===== src/pkg/usp_pkg.sv =====
// shared constants, register layouts and carriers for the uart channel
package usp_pkg;

  localparam int unsigned FRAME_W = 13;

  // ----------------------------------------------------------------
  // register byte offsets
  // ----------------------------------------------------------------
  localparam logic [7:0] OFS_TXBUF = 8'h00;
  localparam logic [7:0] OFS_RXBUF = 8'h04;
  localparam logic [7:0] OFS_BRG   = 8'h08;
  localparam logic [7:0] OFS_MODE  = 8'h0C;
  localparam logic [7:0] OFS_CTL0  = 8'h10;
  localparam logic [7:0] OFS_CTL1  = 8'h14;
  localparam logic [7:0] OFS_ROUTE = 8'h18;

  // ----------------------------------------------------------------
  // codes
  // ----------------------------------------------------------------
  localparam logic [2:0] MODE_7BIT = 3'h4;
  localparam logic [2:0] MODE_8BIT = 3'h5;
  localparam logic [2:0] MODE_9BIT = 3'h6;
  localparam logic [1:0] CS_F1     = 2'h0;
  localparam logic [1:0] CS_F8     = 2'h1;
  localparam logic [1:0] CS_F32    = 2'h2;
  localparam logic [1:0] ROUTE_OFF = 2'h0;
  localparam logic [2:0] PRE8_LAST  = 3'h7;
  localparam logic [4:0] PRE32_LAST = 5'h1F;
  localparam logic [3:0] OVS_LAST   = 4'hF;
  localparam logic [3:0] SAMPLE_PT  = 4'h7;
  localparam logic [3:0] LEN_7  = 4'h7;
  localparam logic [3:0] LEN_8  = 4'h8;
  localparam logic [3:0] LEN_9  = 4'h9;

  // ----------------------------------------------------------------
  // register layouts
  // ----------------------------------------------------------------
  typedef struct packed {
    logic       rsv7;
    logic       parity_enable;
    logic       parity_odd_even;      // 1 = even
    logic       stop_bit_count;       // 1 = two stop bits
    logic       bit_clock_source_sel; // 1 = external
    logic [2:0] serial_mode_field;
  } usp_mode_s;

  typedef struct packed {
    logic       bit_order_select;     // 1 = msb first
    logic       clock_polarity_select;
    logic       open_drain_select;
    logic       rsv4;
    logic       shift_reg_empty_flag;
    logic       rsv2;
    logic [1:0] divider_count_source;
  } usp_ctl0_s;

  typedef struct packed {
    logic [1:0] rsv;
    logic       continuous_rx_mode;
    logic       tx_irq_source_select; // 1 = shift-out complete
    logic       rx_complete;
    logic       rx_enable;
    logic       tx_buffer_empty;
    logic       tx_enable;
  } usp_ctl1_s;

  typedef struct packed {
    logic [1:0] rsv;
    logic [1:0] clock_sel;
    logic [1:0] in_sel;
    logic [1:0] out_sel;
  } usp_route_s;

  typedef struct packed {
    logic       sum;
    logic       parity_error_flag;
    logic       framing_error_flag;
    logic       overrun_flag;
    logic [2:0] rsv;
    logic [8:0] data;
  } usp_rxbuf_s;

  typedef struct packed {
    logic [FRAME_W-1:0] bits;
    logic [3:0]         len;
  } usp_frame_s;

  localparam usp_mode_s  RST_MODE  = 8'h00;
  localparam usp_ctl0_s  RST_CTL0  = 8'h08;
  localparam usp_ctl1_s  RST_CTL1  = 8'h02;
  localparam usp_route_s RST_ROUTE = 8'h00;

endpackage : usp_pkg


===== src/logic/usp_tx.sv =====
// transmit shifter: sends a prebuilt frame lsb first, sixteen ticks per bit
`timescale 1ns/1ns
`default_nettype none
module usp_tx
  import usp_pkg::*;
(
  input  wire logic       clk,     // system clock
  input  wire logic       rst_n,   // async reset, active low
  input  wire logic       tick16,  // sixteen times bit rate enable
  input  wire logic       start,   // load frame when idle
  input  wire usp_frame_s frame,   // frame bits and length
  output logic            line,    // serial level, idle high
  output logic            busy,    // frame in progress
  output logic            done     // pulse after last stop bit
);

  typedef struct packed {
    logic [FRAME_W-1:0] sh;
    logic [3:0]         left;
    logic [3:0]         sub;
    logic               busy;
    logic               line;
    logic               done;
  } usp_tx_s;

  usp_tx_s q;
  usp_tx_s d;

  always_comb
  begin
    d = q;
    d.done = 1'b0;
    if (!q.busy)
    begin
      if (start)
      begin
        d.sh   = frame.bits;
        d.left = frame.len;
        d.sub  = 4'h0;
        d.busy = 1'b1;
        d.line = frame.bits[0];
      end
    end
    else if (tick16)
    begin
      if (q.sub == OVS_LAST)
      begin
        d.sub = 4'h0;
        if (q.left == 4'h1)
        begin
          d.busy = 1'b0;
          d.line = 1'b1;
          d.done = 1'b1;
        end
        else
        begin
          d.left = q.left - 4'h1;
          d.sh   = {1'b1, q.sh[FRAME_W-1:1]};
          d.line = q.sh[1];
        end
      end
      else
        d.sub = q.sub + 4'h1;
    end
  end

  always_ff @(posedge clk or negedge rst_n)
  begin
    if (!rst_n)
      q <= '{sh: '1, left: 4'h0, sub: 4'h0, busy: 1'b0, line: 1'b1, done: 1'b0};
    else
      q <= d;
  end

  assign line = q.line;
  assign busy = q.busy;
  assign done = q.done;

endmodule : usp_tx
`default_nettype wire


===== src/logic/usp_rx.sv =====
// receive sampler: finds the start bit and samples each bit at mid point
`timescale 1ns/1ns
`default_nettype none
module usp_rx
  import usp_pkg::*;
(
  input  wire logic               clk,     // system clock
  input  wire logic               rst_n,   // async reset, active low
  input  wire logic               tick16,  // sixteen times bit rate enable
  input  wire logic               enable,  // receiver on
  input  wire logic               line_in, // serial level
  input  wire logic [3:0]         len,     // bits after the start bit
  output logic [FRAME_W-1:0]      data,    // bits, last one at the top
  output logic                    done     // pulse at last stop sample
);

  typedef struct packed {
    logic [FRAME_W-1:0] sh;
    logic [3:0]         left;
    logic [3:0]         sub;
    logic               busy;
    logic               in_start;
    logic               prev;
    logic               done;
  } usp_rx_s;

  usp_rx_s q;
  usp_rx_s d;

  always_comb
  begin
    d = q;
    d.done = 1'b0;
    d.prev = line_in;
    if (!enable)
      d.busy = 1'b0;
    else if (!q.busy)
    begin
      if (q.prev && !line_in)
      begin
        d.busy     = 1'b1;
        d.in_start = 1'b1;
        d.sub      = 4'h0;
        d.left     = len;
      end
    end
    else if (tick16)
    begin
      d.sub = q.sub + 4'h1;
      if (q.sub == SAMPLE_PT)
      begin
        // a start bit that is gone by mid point was a glitch
        if (q.in_start)
        begin
          d.in_start = 1'b0;
          d.busy     = !line_in;
        end
        else
        begin
          d.sh   = {line_in, q.sh[FRAME_W-1:1]};
          d.left = q.left - 4'h1;
          if (q.left == 4'h1)
          begin
            d.busy = 1'b0;
            d.done = 1'b1;
          end
        end
      end
    end
  end

  always_ff @(posedge clk or negedge rst_n)
  begin
    if (!rst_n)
      q <= '{sh: '0, left: 4'h0, sub: 4'h0, busy: 1'b0, in_start: 1'b0,
             prev: 1'b1, done: 1'b0};
    else
      q <= d;
  end

  assign data = q.sh;
  assign done = q.done;

endmodule : usp_rx
`default_nettype wire


===== src/logic/usp_uart.sv =====
// one asynchronous serial channel with ahb-lite registers and pin routing
//
// Added by the designer: the register addresses and register access over AHB-Lite.
`timescale 1ns/1ns
`default_nettype none
// How it works
// - mode codes 100b, 101b, 110b give 7, 8, 9 bit characters.
// - bit order select picks lsb or msb first, 8-bit characters only.
// - buffers hold character in b0-b6, b0-b7 or b0-b8 by length.
// - unused high receive bits for 7 and 8 bit characters read as zero.
// - selected uart mode drives output high until first transfer.
// - open drain select leaves output released instead of driven high.
// - clock source select picks internal or external bit clock.
// - parity bits choose parity on or off, odd or even.
// - count source field picks prescaled clock feeding the divider.
// - shift register empty flag shows no frame is shifting.
// - transmit buffer empty flag shows buffer can take data.
// - transmission starts only with transmit enable set; a frame under way finishes.
// - reception runs only with receive enable set.
// - transmit request comes from buffer emptying or shift-out end.
// - channel 0 output pin used only when its select bit is 1.
// - channel 0 input used with select 1 and pin direction input.
// - channel 0 clock pin input needs select, external clock, input direction.
// - channel 1 output select 01b, 10b picks location, 00b none.
// - channel 1 input select 01b, 10b picks location, 00b none.
// - channel 1 clock select 01b, 10b, 11b picks location, external input.
// - bit rate is selected clock over 16 times divider plus one.
// - frame is start, character, optional parity, one or two stops.
// - transmit starts when enabled and buffer holds data.
// - overrun, framing, parity errors flagged, sum flag on any.
module usp_uart
  import usp_pkg::*;
#(
  parameter bit CH1_ROUTING = 1'b0        // 0: single locations, 1: coded
)(
  input  wire logic        hclk,           // system clock
  input  wire logic        hresetn,        // async reset, active low
  input  wire logic        hsel,           // slave select
  input  wire logic [31:0] haddr,          // byte address
  input  wire logic [1:0]  htrans,         // transfer type
  input  wire logic        hwrite,         // write when high
  input  wire logic [2:0]  hsize,          // word only
  input  wire logic [31:0] hwdata,         // write data
  input  wire logic        hready,         // bus ready
  output logic             hreadyout,      // always ready
  output logic             hresp,          // always okay
  output logic [31:0]      hrdata,         // read data
  input  wire logic        fc_tick,        // slow clock enable
  input  wire logic [1:0]  serial_in_pin,  // input pin levels
  input  wire logic [1:0]  in_pin_dir,     // 1 = pin is output
  input  wire logic [2:0]  bit_clock_pin,  // clock pin levels
  input  wire logic [2:0]  clock_pin_dir,  // 1 = pin is output
  output logic [1:0]       serial_out_pin, // output pin levels
  output logic [1:0]       serial_out_oe,  // output pin drive enables
  output logic             tx_request,     // transmit request pulse
  output logic             rx_request      // receive request pulse
);

  // ----------------------------------------------------------------
  // state
  // ----------------------------------------------------------------
  typedef struct packed {
    logic        dp_wr;
    logic [7:0]  dp_addr;
    logic [31:0] rdata;
    usp_mode_s   mode;
    usp_ctl0_s   ctl0;
    usp_ctl1_s   ctl1;
    usp_route_s  route;
    logic [7:0]  brg;
    logic [7:0]  brg_cnt;
    logic [8:0]  txbuf;
    usp_rxbuf_s  rxbuf;
    logic [4:0]  pre;
    logic        ext_prev;
    logic        tick16;
    logic        tx_req;
    logic        rx_req;
  } usp_top_s;

  usp_top_s q;
  usp_top_s d;

  logic               uart_on;
  logic [3:0]         nd;
  usp_frame_s         frame;
  logic [3:0]         rx_len;
  logic               tx_line;
  logic               tx_busy;
  logic               tx_done;
  logic               tx_start;
  logic [FRAME_W-1:0] rx_bits;
  logic               rx_done;
  logic               rx_on;
  logic [1:0]         out_hit;
  logic [1:0]         in_hit;
  logic [2:0]         clk_hit;
  logic               rx_line;
  logic               ext_level;
  logic               ext_on;

  // ----------------------------------------------------------------
  // mode decode and pin routing
  // ----------------------------------------------------------------
  function automatic logic loc_hit(input logic [1:0] sel, input int unsigned loc);
    if (CH1_ROUTING)
      loc_hit = (sel == 2'(loc + 1));
    else
      loc_hit = (loc == 0) && sel[0];
  endfunction : loc_hit

  always_comb
  begin
    uart_on = 1'b1;
    nd      = LEN_8;
    case (q.mode.serial_mode_field)
      MODE_7BIT: nd = LEN_7;
      MODE_8BIT: nd = LEN_8;
      MODE_9BIT: nd = LEN_9;
      default:   uart_on = 1'b0;
    endcase
  end

  genvar gi;
  generate
    for (gi = 0; gi < 3; gi++)
    begin : g_loc
      if (gi < 2)
      begin : g_io
        assign out_hit[gi] = loc_hit(q.route.out_sel, gi);
        assign in_hit[gi]  = loc_hit(q.route.in_sel, gi) && !in_pin_dir[gi];
        // released while idle high under open drain, so a wired line can be pulled low
        assign serial_out_oe[gi]  = out_hit[gi] && uart_on &&
                                    (!q.ctl0.open_drain_select || !tx_line);
        assign serial_out_pin[gi] = tx_line;
      end
      assign clk_hit[gi] = loc_hit(q.route.clock_sel, gi) && !clock_pin_dir[gi];
    end
  endgenerate

  assign rx_line   = |(in_hit & serial_in_pin);
  assign ext_level = |(clk_hit & bit_clock_pin);
  assign ext_on    = q.mode.bit_clock_source_sel && (|clk_hit);
  assign rx_on     = uart_on && q.ctl1.rx_enable && (|in_hit);
  assign tx_start  = uart_on && q.ctl1.tx_enable && !q.ctl1.tx_buffer_empty
                     && !tx_busy;

  // ----------------------------------------------------------------
  // frame build
  // ----------------------------------------------------------------
  always_comb
  begin
    logic [8:0] ch;
    ch = q.txbuf;
    if ((nd == LEN_8) && q.ctl0.bit_order_select)
      for (int k = 0; k < 8; k++)
        ch[k] = q.txbuf[7 - k];
    frame.bits    = '1;
    frame.bits[0] = 1'b0;
    for (int k = 0; k < 9; k++)
      if (k < int'(nd))
        frame.bits[k + 1] = ch[k];
    if (q.mode.parity_enable)
      frame.bits[nd + 4'h1] = ~(^(ch & ~(9'h1FF << nd))) ^
                              q.mode.parity_odd_even;
    frame.len = 4'h2 + nd + {3'h0, q.mode.parity_enable}
                + {3'h0, q.mode.stop_bit_count};
    rx_len    = frame.len - 4'h1;
  end

  usp_tx u_tx (
    .clk    (hclk),
    .rst_n  (hresetn),
    .tick16 (q.tick16),
    .start  (tx_start),
    .frame  (frame),
    .line   (tx_line),
    .busy   (tx_busy),
    .done   (tx_done)
  );

  usp_rx u_rx (
    .clk     (hclk),
    .rst_n   (hresetn),
    .tick16  (q.tick16),
    .enable  (rx_on),
    .line_in (rx_line),
    .len     (rx_len),
    .data    (rx_bits),
    .done    (rx_done)
  );

  // ----------------------------------------------------------------
  // registers, clocking and flags
  // ----------------------------------------------------------------
  always_comb
  begin
    logic               src_tick;
    logic [FRAME_W-1:0] raw;
    logic [8:0]         ch;
    logic               pbit;
    logic               stop_ok;
    logic [3:0]         sp;
    src_tick = 1'b0;
    raw      = '0;
    ch       = '0;
    pbit     = 1'b0;
    stop_ok  = 1'b1;
    sp       = '0;
    d        = q;
    d.tx_req = 1'b0;
    d.rx_req = 1'b0;
    d.tick16 = 1'b0;

    // prescaler and divider
    d.pre      = q.pre + 5'h1;
    d.ext_prev = ext_level;
    case (q.ctl0.divider_count_source)
      CS_F1:   src_tick = 1'b1;
      CS_F8:   src_tick = (q.pre[2:0] == PRE8_LAST);
      CS_F32:  src_tick = (q.pre == PRE32_LAST);
      default: src_tick = fc_tick;
    endcase
    if (q.mode.bit_clock_source_sel)
      src_tick = ext_on && ext_level && !q.ext_prev;
    if (src_tick)
    begin
      if (q.brg_cnt == 8'h00)
      begin
        d.brg_cnt = q.brg;
        d.tick16  = 1'b1;
      end
      else
        d.brg_cnt = q.brg_cnt - 8'h01;
    end

    // bus address phase: reads answer now, with their side effects
    d.dp_wr = 1'b0;
    if (hsel && hready && htrans[1])
    begin
      d.dp_wr   = hwrite;
      d.dp_addr = haddr[7:0];
      if (!hwrite)
      begin
        d.rdata = 32'h0000_0000;
        case (haddr[7:0])
          OFS_RXBUF:
          begin
            d.rdata[15:0] = q.rxbuf;
            d.rdata[8:0]  = q.rxbuf.data & ~(9'h1FF << nd);
            d.rdata[15]   = q.rxbuf.overrun_flag | q.rxbuf.parity_error_flag
                            | q.rxbuf.framing_error_flag;
            d.rxbuf.parity_error_flag  = 1'b0;
            d.rxbuf.framing_error_flag = 1'b0;
            d.ctl1.rx_complete         = 1'b0;
          end
          OFS_MODE:  d.rdata[7:0] = q.mode;
          OFS_CTL0:
          begin
            d.rdata[7:0] = q.ctl0;
            d.rdata[3]   = !tx_busy;
          end
          OFS_CTL1:  d.rdata[7:0] = q.ctl1;
          OFS_ROUTE: d.rdata[7:0] = q.route;
          default:   d.rdata = 32'h0000_0000;
        endcase
      end
    end

    // transmit load; a write in the same cycle lands after it and is kept
    if (tx_start)
    begin
      d.ctl1.tx_buffer_empty = 1'b1;
      d.tx_req = !q.ctl1.tx_irq_source_select;
    end
    if (tx_done && q.ctl1.tx_irq_source_select)
      d.tx_req = 1'b1;

    // bus data phase writes
    if (q.dp_wr)
    begin
      case (q.dp_addr)
        OFS_TXBUF:
        begin
          d.txbuf = hwdata[8:0];
          d.ctl1.tx_buffer_empty = 1'b0;
        end
        OFS_BRG:   d.brg  = hwdata[7:0];
        OFS_MODE:  d.mode = {1'b0, hwdata[6:0]};
        OFS_CTL0:
        begin
          d.ctl0 = hwdata[7:0];
          d.ctl0.rsv4 = 1'b0;
          d.ctl0.rsv2 = 1'b0;
          d.ctl0.shift_reg_empty_flag = 1'b1;
        end
        OFS_CTL1:
        begin
          d.ctl1.tx_enable            = hwdata[0];
          d.ctl1.rx_enable            = hwdata[2];
          d.ctl1.tx_irq_source_select = hwdata[4];
          d.ctl1.continuous_rx_mode   = hwdata[5];
        end
        OFS_ROUTE: d.route = {2'h0, hwdata[5:0]};
        default:   d.brg = q.brg;
      endcase
    end

    // overrun stays until the receiver is switched off
    if (!rx_on && !(q.ctl1.rx_enable && uart_on))
      d.rxbuf.overrun_flag = 1'b0;

    // receive completion; applied last so a set beats a same-cycle clear
    if (rx_done)
    begin
      raw = rx_bits >> (4'(FRAME_W) - rx_len);
      ch  = raw[8:0] & ~(9'h1FF << nd);
      sp  = nd + {3'h0, q.mode.parity_enable};
      pbit = raw[nd];
      stop_ok = raw[sp] && (!q.mode.stop_bit_count || raw[sp + 4'h1]);
      if ((nd == LEN_8) && q.ctl0.bit_order_select)
        for (int k = 0; k < 8; k++)
          ch[k] = raw[7 - k];
      if (d.ctl1.rx_complete)
        d.rxbuf.overrun_flag = 1'b1;
      d.rxbuf.data = ch;
      d.rxbuf.framing_error_flag = !stop_ok;
      d.rxbuf.parity_error_flag  = q.mode.parity_enable &&
        ((^ch ^ pbit) == q.mode.parity_odd_even);
      d.ctl1.rx_complete = 1'b1;
      d.rx_req = 1'b1;
    end
    d.rxbuf.sum = d.rxbuf.overrun_flag | d.rxbuf.framing_error_flag
                  | d.rxbuf.parity_error_flag;
  end

  always_ff @(posedge hclk or negedge hresetn)
  begin
    if (!hresetn)
    begin
      q       <= '0;
      q.mode  <= RST_MODE;
      q.ctl0  <= RST_CTL0;
      q.ctl1  <= RST_CTL1;
      q.route <= RST_ROUTE;
    end
    else
      q <= d;
  end

  // ----------------------------------------------------------------
  // outputs
  // ----------------------------------------------------------------
  assign hreadyout  = 1'b1;
  assign hresp      = 1'b0;
  assign hrdata     = q.rdata;
  assign tx_request = q.tx_req;
  assign rx_request = q.rx_req;

endmodule : usp_uart
`default_nettype wire


===== config.mk =====
export PLATFORM = sky130hd
export DESIGN_NAME = usp_uart
export DESIGN_NICKNAME = d
export VERILOG_FILES = /design/src/pkg/usp_pkg.sv /design/src/logic/usp_tx.sv /design/src/logic/usp_rx.sv /design/src/logic/usp_uart.sv
export SDC_FILE = /design/constraint.sdc
export NUM_CORES = 1
export LEC_CHECK = 0
export BUFFER_PORTS_ARGS = -buffer_cell sky130_fd_sc_hd__buf_2
export CAP_MARGIN = 40
export CORE_MARGIN = 2
export CORE_UTILIZATION = 50
export CTS_CLUSTER_SIZE = 14
export DETAILED_ROUTE_END_ITERATION = 8
export GPL_ROUTABILITY_DRIVEN = 0
export PLACE_DENSITY = 0.75
export REMOVE_ABC_BUFFERS = 1
export SKIP_LAST_GASP = 1
export SLEW_MARGIN = 10
export SYNTH_ARGS = -nofsm -noshare
export SYNTH_HDL_FRONTEND = slang
export SYNTH_SLANG_ARGS = --single-unit
export TNS_END_PERCENT = 1

===== constraint.sdc =====
create_clock -name hclk -period 3.9 [get_ports hclk]
set_input_delay 0.39 -clock hclk [delete_from_list [all_inputs] [get_ports hclk]]
set_output_delay 0.39 -clock hclk [all_outputs]
set_load 0.1 [all_outputs]

==> run summary <==
outcome = complete, no violations
FF-to-FF setup slack = 0.11 ns
height of the die = 130 µm
RSZ-0062 raised after global routing = true
critical path startpoint category = flop
met3 usage = 5.04%
post-CTS setup buffers = 0
first-pass GRT wire length = 29900 µm
setup violators final = 0
vias in the first global route = 5970
max-cap violations = 0
TritonCTS clock tree = yes
slowest stage delay, CP = 0.64 ns
switch share = 28.6%
FFs w/ async S/R, synth = 100%
H-tree Lvls = 4
Die Wd = 130 µm
Worst slew margin = 43.8%
Yosys top cell by area = dfrtp_1
Post-synth top cells = dfrtp_1, mux2_2, nand2_1, nor2_1, buf_4
initial core utilization = 51.4%
CTS sink count = 140
synth unique cells = 74
synth warn = 0
post-synth top area share = 39.7%
LEAKAGE = 4.05 nW
largest net degree at the start of global routing = 62
Sw Pwr = 1.17 mW
worst path required time = 4.24 ns
GRT overflow = 0
drt pass-1 iters = 6
pwr/cell area = 463 nW/µm²
most frequent CP cell = xnor3_1
Post-synth EDFFs = 0
Logic pwr share = 16.5%
GRT met2 Usage = 37.0%
WL/cell = 18.3 µm
ys flop type = dfrtp_1
cts bufs inserted = 17
Routed Antenna Nets = 0
Post-Syn Area per Cell = 10.7 µm²
slowest CP cell = fa_2
layout cells sized above 1 = 28.2%
Slew @ Worst Pin = 0.841 ns
final setup margin = 0.106 ns
worst skew pair latency = 0.43 ns
Layout fillers = 1262
Place WS = -0.000386 ns
Tcrit/Tclk final = 97.3%
Vias/cell = 5.92
Via Count = 5898
maximum root-to-sink buffer count = 2
Tightest Hold Check Type = primary input to flop
Yosys reg bits = 140
Critical Path, Cell by Cell = nor2b_1 > inv_1 > fa_1 > fa_2 > mux4_2 > mux2_2 > xnor2_1 > xnor3_1 > xnor3_1 > o22ai_1
CP Data Arrival Time = 4.13 ns
sequential share of the synthesized area = 44.7%
crit path capture type = flop
ant diodes = 0
cell total after placement = 963
Setup Skew = 0.00578 ns
clk slew on worst S/H paths = 0.06 ns
I/O Pins = 125
DR DRC count = 0
CTS root buf = clkbuf_16
Slew Limit Fails = 0
critical path class = flop to flop
Row Count = 45
top-count cell post-synth = dfrtp_1
post-synthesis cell area = 7880 µm²
critical path fanouts, max = 4
port bufs = 45
initial antenna violation count = 0
met1 GRT Util = 30.0%
Layout Nets = 875
Int Power = 2.92 mW
Synth area leaders = dfrtp_1, mux2_2, dfstp_2
Area growth syn-to-layout = 12.2%
Max Clock Freq = 264 MHz
DP HPWL = 13000 µm
final total power = 4.09 mW
most crowded layer after global routing = met2
setup TNS = 0 ns
Routed WL = 18300 µm
Min Clock Period, post-route = 3.79 ns
total core area = 15300 µm²
gr usage total = 22.7%
Post-Layout Cell Count = 996
clock share of power = 39.5%
Peak VDD IR = 364 µV
DRT iter0 DRCs = 470
Gate Count Post-Synth = 735
Die Area = 16800 µm²
Final Hold Violating Endpoints = 0
sequential power share = 44.0%
## metal layers
metal,vias to the layer above,wire (µm)
li1,2698,-
met1,2931,7990
met2,227,8810
met3,42,1000
met4,0,474
met5,-,0
## per-stage QoR
| step | area, µm² | hold slack [ns] | util [%] |
|---|---|---|---|
| after floorplan | 7520 | 0.0944 | - |
| after global placement | 8190 | 0.436 | 53.4 |
| after detailed placement | 8210 | 0.372 | 53.6 |
| after CTS | 8820 | 0.203 | 57.6 |
| after global routing | 8830 | 0.204 | 57.7 |
| final | 8830 | 0.202 | 57.7 |
## cell usage in the layout (no fill, tap or decap), drive strengths merged, types with 4 or more instances in the layout
master / count
nand2: 72
clkinv: 6
dfrtp: 125
buf: 69
o311ai: 4
a221oi: 5
nand3: 30
o21ai: 32
nand4: 5
nor2: 42
a31oi: 7
or2: 5
nand3b: 7
dfstp: 15
nor2b: 5
mux2i: 25
mux4: 12
mux2: 79
or3: 7
inv: 27
nor3: 11
xnor2: 16
a21oi: 28
clkbuf: 20
a221o: 8
conb: 22
nor3b: 6
o22a: 4
ha: 16
## kinds of logic after synthesis
kind of cell | after synthesis | synth area share, %
adder cells (fa/ha/maj) | 18 | 3.05
AND/OR/NAND/NOR | 214 | 13.4
flip-flops | 140 | 44.7
buffers and inverters | 96 | 6.64
other | 2 | 0.0954
AO/OA/AOI/OAI | 128 | 11.1
XOR/XNOR | 21 | 2.69
multiplexers | 116 | 18.3
## what timing repair did
action / 4_1_cts / 5_1_grt
resized for setup: 1 / 3
hold endpoints to repair: 53 / 0
hold buffers: 1 / 0
pin swaps: 0 / 3
setup endpoints to repair: 1 / 2
## critical path, delay by kind of cell, from the launching register on
family          cells  cell delay, ns
xor+xnor            3            0.93
buf+inv             1            0.09
compound gates      1            0.18
fa+ha+maj           2            1.12
mux                 2            0.86
flops               1            0.38
simple gates        1            0.16
## layout make-up
class / count / area (µm²) / share of cell area [%]
timing repair buffer: 70 / 442 / 5.00
clock inverter: 12 / 135 / 1.53
sequential: 140 / 3520 / 39.9
multi-input combinational: 519 / 3930 / 44.4
inverter: 24 / 90.1 / 1.02
clock buffer: 20 / 457 / 5.17
tap: 211 / 264 / 2.99
## state kept, by name, indices dropped and copies added (netlist names)
| name | count |
|---|---|
| q | 76 |
| u_tx.q | 20 |
| u_tx.line | 1 |
| rx_request | 1 |
| out_hit | 1 |
| u_rx.data | 13 |
| u_rx.done | 1 |
| tx_request | 1 |
| u_rx.q | 11 |
| u_tx.busy | 1 |
| u_tx.done | 1 |
| hrdata | 13 |
## power groups by stage
stage | clock network [mW] | logic [mW] | registers (mW)
global placement | 0 | 0.624 | 1.80
floorplan | 0 | 0.500 | 1.78
detailed placement | 0 | 0.667 | 1.81
finish | 1.61 | 0.675 | 1.80
CTS | 1.63 | 0.671 | 1.80
global route | 1.69 | 0.738 | 1.82
## path summary, 6_finish.rpt
check	start	end	cells past startpoint
max	q[74]	q[23]	10
min	hwdata[8]	q[33]	2
max reg2reg	q[74]	q[23]	10
min reg2reg	q[4]	q[4]	1
max in group asynchronous	hresetn	q[35]	4
min in group asynchronous	hresetn	u_rx.q[5]	2
No activity file was read; power rests on OpenSTA's default activity.
